===== src/logic/lapc_defs.svh =====
// Purpose: Constants of the line audio and power control register bank.
// Assumes: APB byte addresses are four times the register index.
// Notes: Definitions only.
`ifndef LAPC_DEFS_SVH
`define LAPC_DEFS_SVH

// ****************************************************************
// Bus geometry
// ****************************************************************
`define LAPC_AW 8
`define LAPC_DW 32
`define LAPC_RW 8
`define LAPC_ZERO_PAD 24'h00_0000
`define LAPC_RDATA_IDLE 32'h0000_0000
`define LAPC_ALIGN_OK 2'h0

// ****************************************************************
// Register indexes (byte address is index times four)
// ****************************************************************
`define LAPC_IDX_AUDIO 6'h09
`define LAPC_IDX_IMPED 6'h0A
`define LAPC_IDX_HYBRID 6'h0B
`define LAPC_IDX_POWER 6'h0E

// ****************************************************************
// Writable bit masks; reserved bits are zero here
// ****************************************************************
`define LAPC_MASK_AUDIO 8'hFF
`define LAPC_MASK_IMPED 8'h3F
`define LAPC_MASK_HYBRID 8'h77
`define LAPC_MASK_POWER 8'h1B

// ****************************************************************
// Reset values
// ****************************************************************
`define LAPC_RST_AUDIO 8'h00
`define LAPC_RST_IMPED 8'h00
`define LAPC_RST_HYBRID 8'h00
`define LAPC_RST_POWER 8'h00

// ****************************************************************
// Field positions
// ****************************************************************
`define LAPC_RX_BYPASS_BIT 7
`define LAPC_TX_BYPASS_BIT 6
`define LAPC_TX_MUTE_BIT 5
`define LAPC_RX_MUTE_BIT 4
`define LAPC_TX_GAIN_RANGE 3:2
`define LAPC_RX_GAIN_RANGE 1:0
`define LAPC_CAP_RANGE 5:4
`define LAPC_SYNTH_EN_BIT 3
`define LAPC_PROFILE_RANGE 2:0
`define LAPC_METER_RANGE 6:4
`define LAPC_AUDIO_HYB_RANGE 2:0
`define LAPC_CONV_OFF_BIT 4
`define LAPC_PLL_FREE_BIT 3
`define LAPC_BIAS_OFF_BIT 1
`define LAPC_LINE_OFF_BIT 0

`endif


===== src/logic/lapc_pkg.sv =====
// Purpose: Types shared by the line audio and power control bank.
// Assumes: Codes match the register field encodings.
// Notes: Constants live in lapc_defs.svh.
package lapc_pkg;

	// ****************************************************************
	// Field encodings
	// ****************************************************************
	typedef enum logic [1:0] {
		LAPC_GAIN_0DB = 2'h0,
		LAPC_GAIN_M3P5 = 2'h1,
		LAPC_GAIN_P3P5 = 2'h2,
		LAPC_GAIN_MUTE = 2'h3
	} lapc_gain_type;

	typedef enum logic [1:0] {
		LAPC_CAP_OFF = 2'h0,
		LAPC_CAP_4N7 = 2'h1,
		LAPC_CAP_10N = 2'h2,
		LAPC_CAP_RSVD = 2'h3
	} lapc_cap_type;

	typedef enum logic [2:0] {
		LAPC_HYB_STEP_MAX = 3'h0,
		LAPC_HYB_STEP_UNITY = 3'h3,
		LAPC_HYB_STEP_MIN = 3'h6,
		LAPC_HYB_OFF = 3'h7
	} lapc_hybrid_type;

	typedef logic [7:0] lapc_reg_type;

endpackage : lapc_pkg


===== src/logic/lapc_hybrid_dec.sv =====
// Purpose: Decode a three-bit hybrid adjustment code.
// Assumes: Code 7 means the hybrid is switched off.
// Notes: Purely combinational; the caller registers the result.
module lapc_hybrid_dec
	import lapc_pkg::*;
(
	input wire logic [2:0] code,
	output logic hybrid_on,
	output logic [2:0] step
);

	// ****************************************************************
	// Decode
	// ****************************************************************
	// Off code parks the step at the top of scale so nothing toggles
	always_comb begin
		hybrid_on = (code != LAPC_HYB_OFF);
		step = hybrid_on ? code : LAPC_HYB_STEP_MAX;
	end

endmodule : lapc_hybrid_dec


===== src/logic/lapc_regs.sv =====
// Purpose: APB register bank for audio path, impedance, hybrid and power overrides.
// Assumes: pclk at 10 MHz, presetn asynchronous active low, auto_* inputs on pclk.
// Notes: Zero wait state slave; every output comes from a flip-flop.
//
// Contract
// - Audio bit 7 set bypasses the receive high-pass filter, clear keeps it.
// - Audio bit 6 set bypasses the transmit high-pass filter, clear keeps it.
// - Audio bit 5 set mutes the transmit signal digitally, clear passes it.
// - Audio bit 4 set mutes the receive signal digitally, clear passes it.
// - Transmit gain bits 3:2 give 0, -3.5, +3.5 dB; code 3 gives 0 dB and mutes.
// - Receive gain bits 1:0 give 0, -3.5, +3.5 dB; code 3 mutes the receive path.
// - Impedance bits 5:4 select no, 4.7 nF or 10 nF compensation; code 3 is reserved.
// - Impedance bit 3 enables two-wire impedance synthesis.
// - Impedance bits 2:0 pick one of eight termination profiles.
// - Hybrid bits 6:4 step metering hybrid from top to bottom; code 7 turns it off.
// - Hybrid bits 2:0 use the same scale for the audio hybrid; code 7 disables it.
// - Power bit 4 forces the converter off, else automatic control applies.
// - Power bit 3 forces the PLL into free-run, else free-run is automatic.
// - Power bit 1 forces the dc bias off, else automatic control applies.
// - Power bit 0 forces the line interface off, else automatic control applies.
//
// The APB interface to the registers was chosen for this implementation.
`include "lapc_defs.svh"

module lapc_regs (
	input wire logic pclk,
	input wire logic presetn,
	input wire logic psel,
	input wire logic penable,
	input wire logic pwrite,
	input wire logic [`LAPC_AW-1:0] paddr,
	input wire logic [`LAPC_DW-1:0] pwdata,
	input wire logic [3:0] pstrb,
	output logic pready,
	output logic [`LAPC_DW-1:0] prdata,
	output logic pslverr,
	input wire logic auto_converter_on,
	input wire logic auto_pll_freerun,
	input wire logic auto_bias_on,
	input wire logic auto_line_interface_on,
	output logic receive_filter_bypass,
	output logic transmit_filter_bypass,
	output logic transmit_digital_mute,
	output logic receive_digital_mute,
	output lapc_pkg::lapc_gain_type analog_tx_gain_sel,
	output logic analog_tx_mute,
	output lapc_pkg::lapc_gain_type analog_rx_gain_sel,
	output logic analog_rx_mute,
	output lapc_pkg::lapc_cap_type line_cap_comp_sel,
	output logic impedance_synth_enable,
	output logic [2:0] impedance_profile_sel,
	output logic [7:0] impedance_profile_onehot,
	output logic metering_hybrid_on,
	output logic [2:0] metering_hybrid_adjust,
	output logic audio_hybrid_on,
	output logic [2:0] audio_hybrid_adjust,
	output logic converter_force_off,
	output logic pll_freerun_force,
	output logic bias_force_off,
	output logic line_interface_force_off,
	output logic converter_power_on,
	output logic pll_freerun,
	output logic bias_power_on,
	output logic line_interface_power_on
);
	import lapc_pkg::*;

	// ****************************************************************
	// Declarations
	// ****************************************************************
	logic pready_q, pready_d;
	logic [`LAPC_DW-1:0] prdata_q, prdata_d;
	logic pslverr_q, pslverr_d;
	lapc_reg_type audio_q, audio_d;
	lapc_reg_type imped_q, imped_d;
	lapc_reg_type hybrid_q, hybrid_d;
	lapc_reg_type power_q, power_d;
	logic [5:0] idx;
	logic hit_audio, hit_imped, hit_hybrid, hit_power;
	logic addr_err;
	logic setup_ph;
	logic wr_en;
	lapc_reg_type wbyte;
	lapc_reg_type rd_mux;
	logic meter_on_c, audio_on_c;
	logic [2:0] meter_step_c, audio_step_c;
	logic [7:0] onehot_c;
	logic rx_byp_q, rx_byp_d, tx_byp_q, tx_byp_d;
	logic tx_dmute_q, tx_dmute_d, rx_dmute_q, rx_dmute_d;
	lapc_gain_type tx_gain_q, tx_gain_d, rx_gain_q, rx_gain_d;
	logic tx_amute_q, tx_amute_d, rx_amute_q, rx_amute_d;
	lapc_cap_type cap_q, cap_d;
	logic synth_en_q, synth_en_d;
	logic [2:0] profile_q, profile_d;
	logic [7:0] onehot_q, onehot_d;
	logic meter_on_q, meter_on_d, audio_on_q, audio_on_d;
	logic [2:0] meter_step_q, meter_step_d, audio_step_q, audio_step_d;
	logic conv_off_q, conv_off_d, pll_force_q, pll_force_d;
	logic bias_off_q, bias_off_d, line_off_q, line_off_d;
	logic conv_on_q, conv_on_d, pll_free_q, pll_free_d;
	logic bias_on_q, bias_on_d, line_on_q, line_on_d;

	// ****************************************************************
	// Address decode
	// ****************************************************************
	// Byte address is four times the index; low bits must be zero
	always_comb begin
		idx = paddr[`LAPC_AW-1:2];
		hit_audio = (idx == `LAPC_IDX_AUDIO);
		hit_imped = (idx == `LAPC_IDX_IMPED);
		hit_hybrid = (idx == `LAPC_IDX_HYBRID);
		hit_power = (idx == `LAPC_IDX_POWER);
		addr_err = !(hit_audio || hit_imped || hit_hybrid || hit_power) ||
			(paddr[1:0] != `LAPC_ALIGN_OK);
		setup_ph = psel && !penable;
		wbyte = pwdata[`LAPC_RW-1:0];
		// Write lands only at the edge that completes the access phase
		wr_en = psel && penable && pready_q && pwrite && !pslverr_q && pstrb[0];
	end

	// Read mux; reserved bits are cleared when stored, so they read as zero
	always_comb begin
		rd_mux = '0;
		if (hit_audio) begin
			rd_mux = audio_q;
		end else if (hit_imped) begin
			rd_mux = imped_q;
		end else if (hit_hybrid) begin
			rd_mux = hybrid_q;
		end else if (hit_power) begin
			rd_mux = power_q;
		end
	end

	// ****************************************************************
	// APB answer
	// ****************************************************************
	// Answer is prepared in the setup cycle so the access phase needs no wait
	always_comb begin
		pready_d = setup_ph;
		pslverr_d = setup_ph && addr_err;
		prdata_d = `LAPC_RDATA_IDLE;
		if (setup_ph && !pwrite && !addr_err) begin
			prdata_d = {`LAPC_ZERO_PAD, rd_mux};
		end
	end

	always_ff @(posedge pclk or negedge presetn) begin
		if (!presetn) begin
			pready_q <= 1'b0;
			pslverr_q <= 1'b0;
			prdata_q <= `LAPC_RDATA_IDLE;
		end else begin
			pready_q <= pready_d;
			pslverr_q <= pslverr_d;
			prdata_q <= prdata_d;
		end
	end

	// ****************************************************************
	// Register storage
	// ****************************************************************
	// Masks drop writes to reserved positions
	always_comb begin
		audio_d = audio_q;
		imped_d = imped_q;
		hybrid_d = hybrid_q;
		power_d = power_q;
		if (wr_en && hit_audio) begin
			audio_d = wbyte & `LAPC_MASK_AUDIO;
		end
		if (wr_en && hit_imped) begin
			imped_d = wbyte & `LAPC_MASK_IMPED;
		end
		if (wr_en && hit_hybrid) begin
			hybrid_d = wbyte & `LAPC_MASK_HYBRID;
		end
		if (wr_en && hit_power) begin
			power_d = wbyte & `LAPC_MASK_POWER;
		end
	end

	always_ff @(posedge pclk or negedge presetn) begin
		if (!presetn) begin
			audio_q <= `LAPC_RST_AUDIO;
			imped_q <= `LAPC_RST_IMPED;
			hybrid_q <= `LAPC_RST_HYBRID;
			power_q <= `LAPC_RST_POWER;
		end else begin
			audio_q <= audio_d;
			imped_q <= imped_d;
			hybrid_q <= hybrid_d;
			power_q <= power_d;
		end
	end

	// ****************************************************************
	// Field decoders
	// ****************************************************************
	// One decoder per hybrid so both share the same scale exactly
	lapc_hybrid_dec u_meter_dec (
		.code(hybrid_q[`LAPC_METER_RANGE]),
		.hybrid_on(meter_on_c),
		.step(meter_step_c)
	);

	lapc_hybrid_dec u_audio_dec (
		.code(hybrid_q[`LAPC_AUDIO_HYB_RANGE]),
		.hybrid_on(audio_on_c),
		.step(audio_step_c)
	);

	// One select line per termination profile
	genvar gi;
	generate
		for (gi = 0; gi < 8; gi++) begin : g_profile
			assign onehot_c[gi] = (imped_q[`LAPC_PROFILE_RANGE] == 3'(gi));
		end
	endgenerate

	// ****************************************************************
	// Control outputs
	// ****************************************************************
	// Outputs lag the register by one cycle; the analog side cares little
	always_comb begin
		rx_byp_d = audio_q[`LAPC_RX_BYPASS_BIT];
		tx_byp_d = audio_q[`LAPC_TX_BYPASS_BIT];
		tx_dmute_d = audio_q[`LAPC_TX_MUTE_BIT];
		rx_dmute_d = audio_q[`LAPC_RX_MUTE_BIT];
		// Mute code holds the gain stage at 0 dB and mutes the path
		tx_amute_d = (audio_q[`LAPC_TX_GAIN_RANGE] == LAPC_GAIN_MUTE);
		tx_gain_d = tx_amute_d ? LAPC_GAIN_0DB
			: lapc_gain_type'(audio_q[`LAPC_TX_GAIN_RANGE]);
		rx_amute_d = (audio_q[`LAPC_RX_GAIN_RANGE] == LAPC_GAIN_MUTE);
		rx_gain_d = rx_amute_d ? LAPC_GAIN_0DB
			: lapc_gain_type'(audio_q[`LAPC_RX_GAIN_RANGE]);
		// Reserved capacitance code is treated as off, a safe fallback
		cap_d = lapc_cap_type'(imped_q[`LAPC_CAP_RANGE]);
		if (cap_d == LAPC_CAP_RSVD) begin
			cap_d = LAPC_CAP_OFF;
		end
		synth_en_d = imped_q[`LAPC_SYNTH_EN_BIT];
		profile_d = imped_q[`LAPC_PROFILE_RANGE];
		onehot_d = onehot_c;
		meter_on_d = meter_on_c;
		meter_step_d = meter_step_c;
		audio_on_d = audio_on_c;
		audio_step_d = audio_step_c;
	end

	always_ff @(posedge pclk or negedge presetn) begin
		if (!presetn) begin
			rx_byp_q <= 1'b0;
			tx_byp_q <= 1'b0;
			tx_dmute_q <= 1'b0;
			rx_dmute_q <= 1'b0;
			tx_gain_q <= LAPC_GAIN_0DB;
			tx_amute_q <= 1'b0;
			rx_gain_q <= LAPC_GAIN_0DB;
			rx_amute_q <= 1'b0;
			cap_q <= LAPC_CAP_OFF;
			synth_en_q <= 1'b0;
			profile_q <= 3'h0;
			onehot_q <= 8'h00;
			meter_on_q <= 1'b0;
			meter_step_q <= 3'h0;
			audio_on_q <= 1'b0;
			audio_step_q <= 3'h0;
		end else begin
			rx_byp_q <= rx_byp_d;
			tx_byp_q <= tx_byp_d;
			tx_dmute_q <= tx_dmute_d;
			rx_dmute_q <= rx_dmute_d;
			tx_gain_q <= tx_gain_d;
			tx_amute_q <= tx_amute_d;
			rx_gain_q <= rx_gain_d;
			rx_amute_q <= rx_amute_d;
			cap_q <= cap_d;
			synth_en_q <= synth_en_d;
			profile_q <= profile_d;
			onehot_q <= onehot_d;
			meter_on_q <= meter_on_d;
			meter_step_q <= meter_step_d;
			audio_on_q <= audio_on_d;
			audio_step_q <= audio_step_d;
		end
	end

	// ****************************************************************
	// Power overrides
	// ****************************************************************
	// A set force bit wins over the automatic request in every case
	always_comb begin
		conv_off_d = power_q[`LAPC_CONV_OFF_BIT];
		pll_force_d = power_q[`LAPC_PLL_FREE_BIT];
		bias_off_d = power_q[`LAPC_BIAS_OFF_BIT];
		line_off_d = power_q[`LAPC_LINE_OFF_BIT];
		conv_on_d = auto_converter_on && !conv_off_d;
		pll_free_d = auto_pll_freerun || pll_force_d;
		bias_on_d = auto_bias_on && !bias_off_d;
		line_on_d = auto_line_interface_on && !line_off_d;
	end

	always_ff @(posedge pclk or negedge presetn) begin
		if (!presetn) begin
			conv_off_q <= 1'b0;
			pll_force_q <= 1'b0;
			bias_off_q <= 1'b0;
			line_off_q <= 1'b0;
			conv_on_q <= 1'b0;
			pll_free_q <= 1'b0;
			bias_on_q <= 1'b0;
			line_on_q <= 1'b0;
		end else begin
			conv_off_q <= conv_off_d;
			pll_force_q <= pll_force_d;
			bias_off_q <= bias_off_d;
			line_off_q <= line_off_d;
			conv_on_q <= conv_on_d;
			pll_free_q <= pll_free_d;
			bias_on_q <= bias_on_d;
			line_on_q <= line_on_d;
		end
	end

	// ****************************************************************
	// Output wiring
	// ****************************************************************
	// Every port below is a flip-flop output
	assign pready = pready_q;
	assign prdata = prdata_q;
	assign pslverr = pslverr_q;
	assign receive_filter_bypass = rx_byp_q;
	assign transmit_filter_bypass = tx_byp_q;
	assign transmit_digital_mute = tx_dmute_q;
	assign receive_digital_mute = rx_dmute_q;
	assign analog_tx_gain_sel = tx_gain_q;
	assign analog_tx_mute = tx_amute_q;
	assign analog_rx_gain_sel = rx_gain_q;
	assign analog_rx_mute = rx_amute_q;
	assign line_cap_comp_sel = cap_q;
	assign impedance_synth_enable = synth_en_q;
	assign impedance_profile_sel = profile_q;
	assign impedance_profile_onehot = onehot_q;
	assign metering_hybrid_on = meter_on_q;
	assign metering_hybrid_adjust = meter_step_q;
	assign audio_hybrid_on = audio_on_q;
	assign audio_hybrid_adjust = audio_step_q;
	assign converter_force_off = conv_off_q;
	assign pll_freerun_force = pll_force_q;
	assign bias_force_off = bias_off_q;
	assign line_interface_force_off = line_off_q;
	assign converter_power_on = conv_on_q;
	assign pll_freerun = pll_free_q;
	assign bias_power_on = bias_on_q;
	assign line_interface_power_on = line_on_q;

endmodule : lapc_regs


===== config.mk =====
export PLATFORM = sky130hd
export DESIGN_NAME = lapc_regs
export DESIGN_NICKNAME = d
export VERILOG_FILES = /design/src/logic/lapc_pkg.sv /design/src/logic/lapc_hybrid_dec.sv /design/src/logic/lapc_regs.sv
export VERILOG_INCLUDE_DIRS = /design/src /design/src/logic
export SDC_FILE = /design/constraint.sdc
export NUM_CORES = 1
export LEC_CHECK = 0
export ABC_AREA = 1
export BUFFER_PORTS_ARGS = -buffer_cell sky130_fd_sc_hd__buf_2
export CAP_MARGIN = 40
export CORE_UTILIZATION = 51
export DETAILED_ROUTE_END_ITERATION = 8
export HOLD_SLACK_MARGIN = 0.05
export PLACE_DENSITY = 0.93
export SLEW_MARGIN = 10
export SYNTH_ARGS = -nofsm -noshare
export SYNTH_HDL_FRONTEND = slang
export SYNTH_HIERARCHICAL = 1
export SYNTH_SLANG_ARGS = --single-unit

===== constraint.sdc =====
create_clock -name pclk -period 2.6 [get_ports pclk]
set_input_delay 0.13 -clock pclk [delete_from_list [all_inputs] [get_ports pclk]]
set_output_delay 0.13 -clock pclk [all_outputs]
set_load 0.01 [all_outputs]

==> flow_metrics.tcl, run 1 <==
set metrics [dict create \
    status "finished, final reports clean" \
    drt_iter0_markers 64 \
    cp_slowest_cell "dlygate4sd3_1" \
    antenna_found_initial 0 \
    drive_gt1_frac 0.3013 \
    critical_path_class "in -> reg" \
    setup_violations 0 \
    ir_drop_v 0.0003613 \
    ys_warn_count 6 \
    grt_pass1_vias 2100 \
    io_pins 127 \
    crit_chain "dlygate4sd3_1 > buf_2 > nand4_1 > nor3_4 > nand2_2 > nand2_1 > o21ai_2" \
    syn_area_um2 3050 \
    powerDensity_nw_per_um2 558.7 \
    p_leak_nw 2.039 \
    clock_latency_ps 340 \
    hpwlAfterDp_mm 4.448 \
    dieHeight_um 79.34 \
    numCtsBuffers 9 \
    rows 27 \
    ys_ff_latch 74 \
    drt_pass1_iterations 4 \
    grt_start_max_net_pins 75 \
    fin_cells 467 \
    fin_crit_sh 0.5871 \
    required_ps 2820 \
    grt_usage 0.2150 \
    setup_tns_ps 0 \
    routabilityCongestion 0.8548 \
    clock-sinks 74 \
    critPathCaptureType "register" \
    hold_viol_final 0 \
    dpl.cell_count 445 \
    cts_root_buffer "clkbuf_8" \
    drc 0 \
    io_buffers 75 \
    cts_resized 0 \
    synth.area.top_cells "dfrtp_1 (61%), nand2_1 (6.5%), buf_4 (5.9%)" \
    cp-start-kind "primary input" \
    antenna_cells 0 \
    rsz0062_at_grt "false" \
    period_needed_ps 1526 \
    synth_cells 302 \
    critPathArrivalTime_ps 1750 \
    path_max_fanout 12 \
    cts_tree "done" \
    grt_pass1_wl_mm 9.887 \
    nets 446 \
    cts.htree.levels 3 \
    clk_path_buf_depth 2 \
    ys_seq_area_frac 0.6071 \
    die_area_um2 6295 \
    die_w_um 79.34 \
    min_path_type "in -> reg" \
    hold_slack_ps 81.96 \
    wl_mm 6.195 \
    fillCellCount 452 \
    place_area_um2 3391 \
    postCtsSetupRepairBufs 0 \
    design_area_um2 3657 \
    synth_cell_types 27 \
    skew_ps 4.753 \
    max_stage_delay_ps 520 \
    utilization 0.6483 \
    clk_pin_slew_ps 70 \
    via_count 2215 \
    ant_nets 0 \
    viasPerCell 4.743 \
    wl_per_cell_um 13.27 \
    drv_cap 0 \
    start_util 0.5407 \
    max_freq_mhz 655.1 \
    yosysTopAreaCellShare 0.6071 \
    coreArea_um2 5642 \
    syn_to_final_growth_pct 19.89 \
    gr-total-overflow 0 \
    maxSlewViolCount 0 \
    cts_hold_buf 8 \
    synth.largest_area_cell "dfrtp_1" \
    synth.avg_cell_area_um2 10.10 \
]
[final cells by class]
cell class / count / area, um^2 / area share
tap: 72 / 90.09 / 0.02463
inverter: 42 / 160.2 / 0.04379
timing repair buffer: 85 / 490.5 / 0.1341
multi-input combinational: 181 / 905.9 / 0.2477
clock buffer: 13 / 158.9 / 0.04345
sequential: 74 / 1852 / 0.5063
[cells in the mapped netlist (all sizes together)]
cell and instances:
dfrtp 74, nand2 59, inv 42, nor2 31
buf 28, o21ai 26, nand3 18, nor3 10
a21oi 8, nand4 2, conb 1, nand3b 1
o211ai 1, or2 1
[placed cells by master, fill, tap and decap left out, drive strengths merged]
cell         count
nand2           59
nand3           18
conb            24
clkbuf          13
dfrtp           74
or2              1
inv             42
buf             77
o211ai           1
nand3b           1
o21ai           26
dlygate4sd3      8
nand4            2
a21oi            8
nor2            31
nor3            10
[path summary, 6_finish.rpt]
path,slack (ps),startpoint,end,cells past startpoint
worst max register to register,1130,pready,imped_q[5],5
worst min register to register,410,audio_q[5],transmit_digital_mute,0
worst max-delay path,1070,penable,imped_q[5],7
worst min-delay path,80,pwdata[6],hybrid_q[6],3
max in group asynchronous,1750,presetn,audio_q[6],4
min in group asynchronous,320,presetn,line_interface_force_off,3
[registers in the layout, summed over array words and instances (netlist names), 2 cells and up]
signal                    cells
line_cap_comp_sel             2
analog_tx_gain_sel            2
metering_hybrid_adjust        3
hybrid_q                      6
audio_q                       8
impedance_profile_sel         3
analog_rx_gain_sel            2
imped_q                       6
audio_hybrid_adjust           3
power_q                       4
impedance_profile_onehot      8
prdata                        8
[per-stage QoR]
stage,setup WS [ps],total power [mW]
4_1_cts,1071,2.053
6_report,1074,2.043
3_3_place_gp,1136,1.302
2_1_floorplan,1325,1.270
5_1_grt,1003,2.116
3_5_place_dp,1091,1.306
[power breakdown]
part	internal [mW]	leakage (nW)	switching [mW]
logic	0.0423	0.951	0.0890
clock network	0.384	0.0815	0.361
registers	1.16	1.01	0.00589
[worst max-delay path, delay by kind of cell]
family / cells / cell delay [ps]
buffers and inverters: 2 / 620
AND/OR/NAND/NOR: 4 / 930
AO/OA/AOI/OAI: 1 / 60
[cells by family after synthesis]
kind of cell,count (synthesis),share of synthesized area
other,1,0.001229
AOI/OAI and AO/OA,35,0.07793
and+or+nand+nor,122,0.1895
buffers and inverters,70,0.1243
DFF,74,0.6071
[routing by layer]
metal / global-route usage / up-vias / part of all wire
met5: 0 / - / 0
met4: 0.1073 / 0 / 0.024
met3: 0.04253 / 15 / 0.046
met2: 0.3595 / 74 / 0.51
met1: 0.2654 / 1044 / 0.42
li1: - / 1082 / -
Power figures use the tool's default switching activity.
==> run 2, diff against run 1 <==
--- a/config.mk
+++ b/config.mk
@@ -9,10 +9,10 @@
 export ABC_AREA = 1
 export BUFFER_PORTS_ARGS = -buffer_cell sky130_fd_sc_hd__buf_2
 export CAP_MARGIN = 40
-export CORE_UTILIZATION = 51
+export CORE_UTILIZATION = 43
 export DETAILED_ROUTE_END_ITERATION = 8
 export HOLD_SLACK_MARGIN = 0.05
-export PLACE_DENSITY = 0.93
+export PLACE_DENSITY = 0.85
 export SLEW_MARGIN = 10
 export SYNTH_ARGS = -nofsm -noshare
 export SYNTH_HDL_FRONTEND = slang
==> constraint.sdc (replaced) <==
create_clock -name pclk -period 1.26 [get_ports pclk]
set_input_delay 0.063 -clock pclk [delete_from_list [all_inputs] [get_ports pclk]]
set_output_delay 0.063 -clock pclk [all_outputs]
set_load 0.01 [all_outputs]
==> flow_metrics.tcl, run 2 (synthesis results as in run 1) <==
set metrics [dict create \
    status "finished, violations left" \
    violations "setup timing" \
    numCtsBuffers 9 \
    p_leak_nw 2.137 \
    fin_cells 506 \
    worstPathBufferInverterCount 1 \
    antenna_cells 0 \
    rows 30 \
    wl_per_cell_um 12.60 \
    hold_viol_final 0 \
    design_area_um2 3885 \
    clk_path_buf_depth 2 \
    nets 458 \
    clock_latency_ps 330 \
    seq_power_share 0.534 \
    hpwlAfterDp_mm 4.541 \
    hold_slack_ps 73.18 \
    start_util 0.4465 \
    maxSlewViolCount 0 \
    cp-start-kind "register" \
    cts.htree.levels 3 \
    p_switching_uw 979.3 \
    routabilityCongestion 0.8696 \
    postLayoutSetupSlackWorst_ps -13.61 \
    coreArea_um2 6832 \
    viasPerCell 4.480 \
    setup_violations 1 \
    dieHeight_um 86.23 \
    cts_root_buffer "clkbuf_8" \
    min_path_type "in -> reg" \
    drive_gt1_frac 0.3293 \
    crit_chain "nand4_1 > nor3_4 > buf_12 > nand2_4 > nand2_1 > o21ai_2" \
    p_comb_frac 0.067 \
    drt_pass1_iterations 4 \
    grt_start_max_net_pins 35 \
    wl_met2_mm 3.255 \
    clk_pin_slew_ps 70 \
    cts_tree "done" \
    max_stage_delay_ps 370 \
    powerDensity_nw_per_um2 1160 \
    cp_slowest_cell "dfrtp_1" \
    dr_wl_met3_um 314 \
    grt_pass1_vias 2208 \
    syn_to_final_growth_pct 27.36 \
    critPathArrivalTime_ps 1490 \
    skew_ps 6.957 \
    gr-total-overflow 0 \
    ir_drop_v 0.0005153 \
    io_pins 127 \
    mostFrequentLayoutCells "dfrtp_1 (74), buf_2 (74), nand2_1 (47), inv_1 (41), nor2_1 (26)" \
    highest-signal-layer "met4" \
    wl_met1_mm 2.639 \
    drv_cap 0 \
    io_buffers 75 \
    clkPwrFrac 0.399 \
    critPathCaptureType "register" \
    drt_iter0_markers 130 \
    ant_nets 0 \
    clock-sinks 74 \
    max_freq_mhz 785.2 \
    grt_usage 0.1849 \
    power.internal_mw 3.526 \
    antenna_found_initial 0 \
    die_area_um2 7435 \
    via_count 2267 \
    period_needed_ps 1274 \
    critical_path_class "reg -> reg" \
    worst_path_dominant_cell_family "simple AND/OR/NAND/NOR gates" \
    switching_share 0.2174 \
    required_ps 1480 \
    dp_slack_ps -29.94 \
    dpl.cell_count 477 \
    drc 0 \
    fin_crit_sh 1.011 \
    rsz0062_at_grt "true" \
    wl_mm 6.378 \
    die_w_um 86.23 \
    place_area_um2 3526 \
    grt_pass1_wl_mm 10.21 \
    path_max_fanout 12 \
    fillCellCount 614 \
]
[run 2: through the flow]
stage / power, mW / TNS (ps) / util
global placement: 2.710 / 0 / 0.5161
finish: 4.505 / -13.61 / 0.5687
global route: 4.701 / -1274 / 0.5687
detailed placement: 2.719 / -47.51 / 0.5161
CTS: 4.550 / 0 / 0.5648
floorplan: 2.621 / -74.21 / -
[run 2: power groups by stage]
stage | Sequential [mW] | Clock [mW] | Combinational [mW]
floorplan | 2.46 | 0 | 0.161
global placement | 2.45 | 0 | 0.260
detailed placement | 2.45 | 0 | 0.267
CTS | 2.41 | 1.84 | 0.300
global route | 2.41 | 1.96 | 0.334
finish | 2.41 | 1.80 | 0.300
[run 2: area by class of cell]
| cell class | instances | area, um^2 | share of cell area |
|---|---|---|---|
| Sequential cell | 74 | 1852 | 0.4767 |
| Multi-Input combinational cell | 181 | 942.2 | 0.2425 |
| Timing Repair Buffer | 97 | 613.1 | 0.1578 |
| Clock buffer | 14 | 162.7 | 0.04187 |
| Inverter | 42 | 160.2 | 0.04122 |
| Tap cell | 96 | 120.1 | 0.03092 |
| Clock inverter | 2 | 35.03 | 0.009018 |
[run 2: worst register-to-register path: cells and delay by family (launching register included)]
family / cells / cell delay [ps]
AO/OA/AOI/OAI: 1 / 60
flip-flops: 1 / 370
buffers and inverters: 1 / 160
AND/OR/NAND/NOR: 4 / 570
[run 2: final timing paths]
| path | startpoint | end | slack [ps] | cells past startpoint |
|---|---|---|---|---|
| max | pready | imped_q[0] | -10 | 6 |
| min in group asynchronous | presetn | analog_tx_gain_sel[0] | 220 | 2 |
| max reg2reg | pready | imped_q[0] | -10 | 6 |
| min reg2reg | imped_q[3] | impedance_synth_enable | 400 | 0 |
| min | pwrite | prdata[5] | 70 | 4 |
| max in group asynchronous | presetn | audio_q[6] | 480 | 3 |
[run 2: per-layer routing]
| metal | global-route usage | up-vias |
|---|---|---|
| li1 | - | 1108 |
| met1 | 0.2221 | 1060 |
| met2 | 0.3074 | 85 |
| met3 | 0.04571 | 14 |
| met4 | 0.1000 | 0 |
| met5 | 0 | - |
[run 2: repair_timing]
action	in CTS	in global routing
hold buffers	13	0
endpoints found under the setup margin	6	31
buffers inserted	0	0
gates resized for setup	1	8
endpoints found under the hold margin	74	0
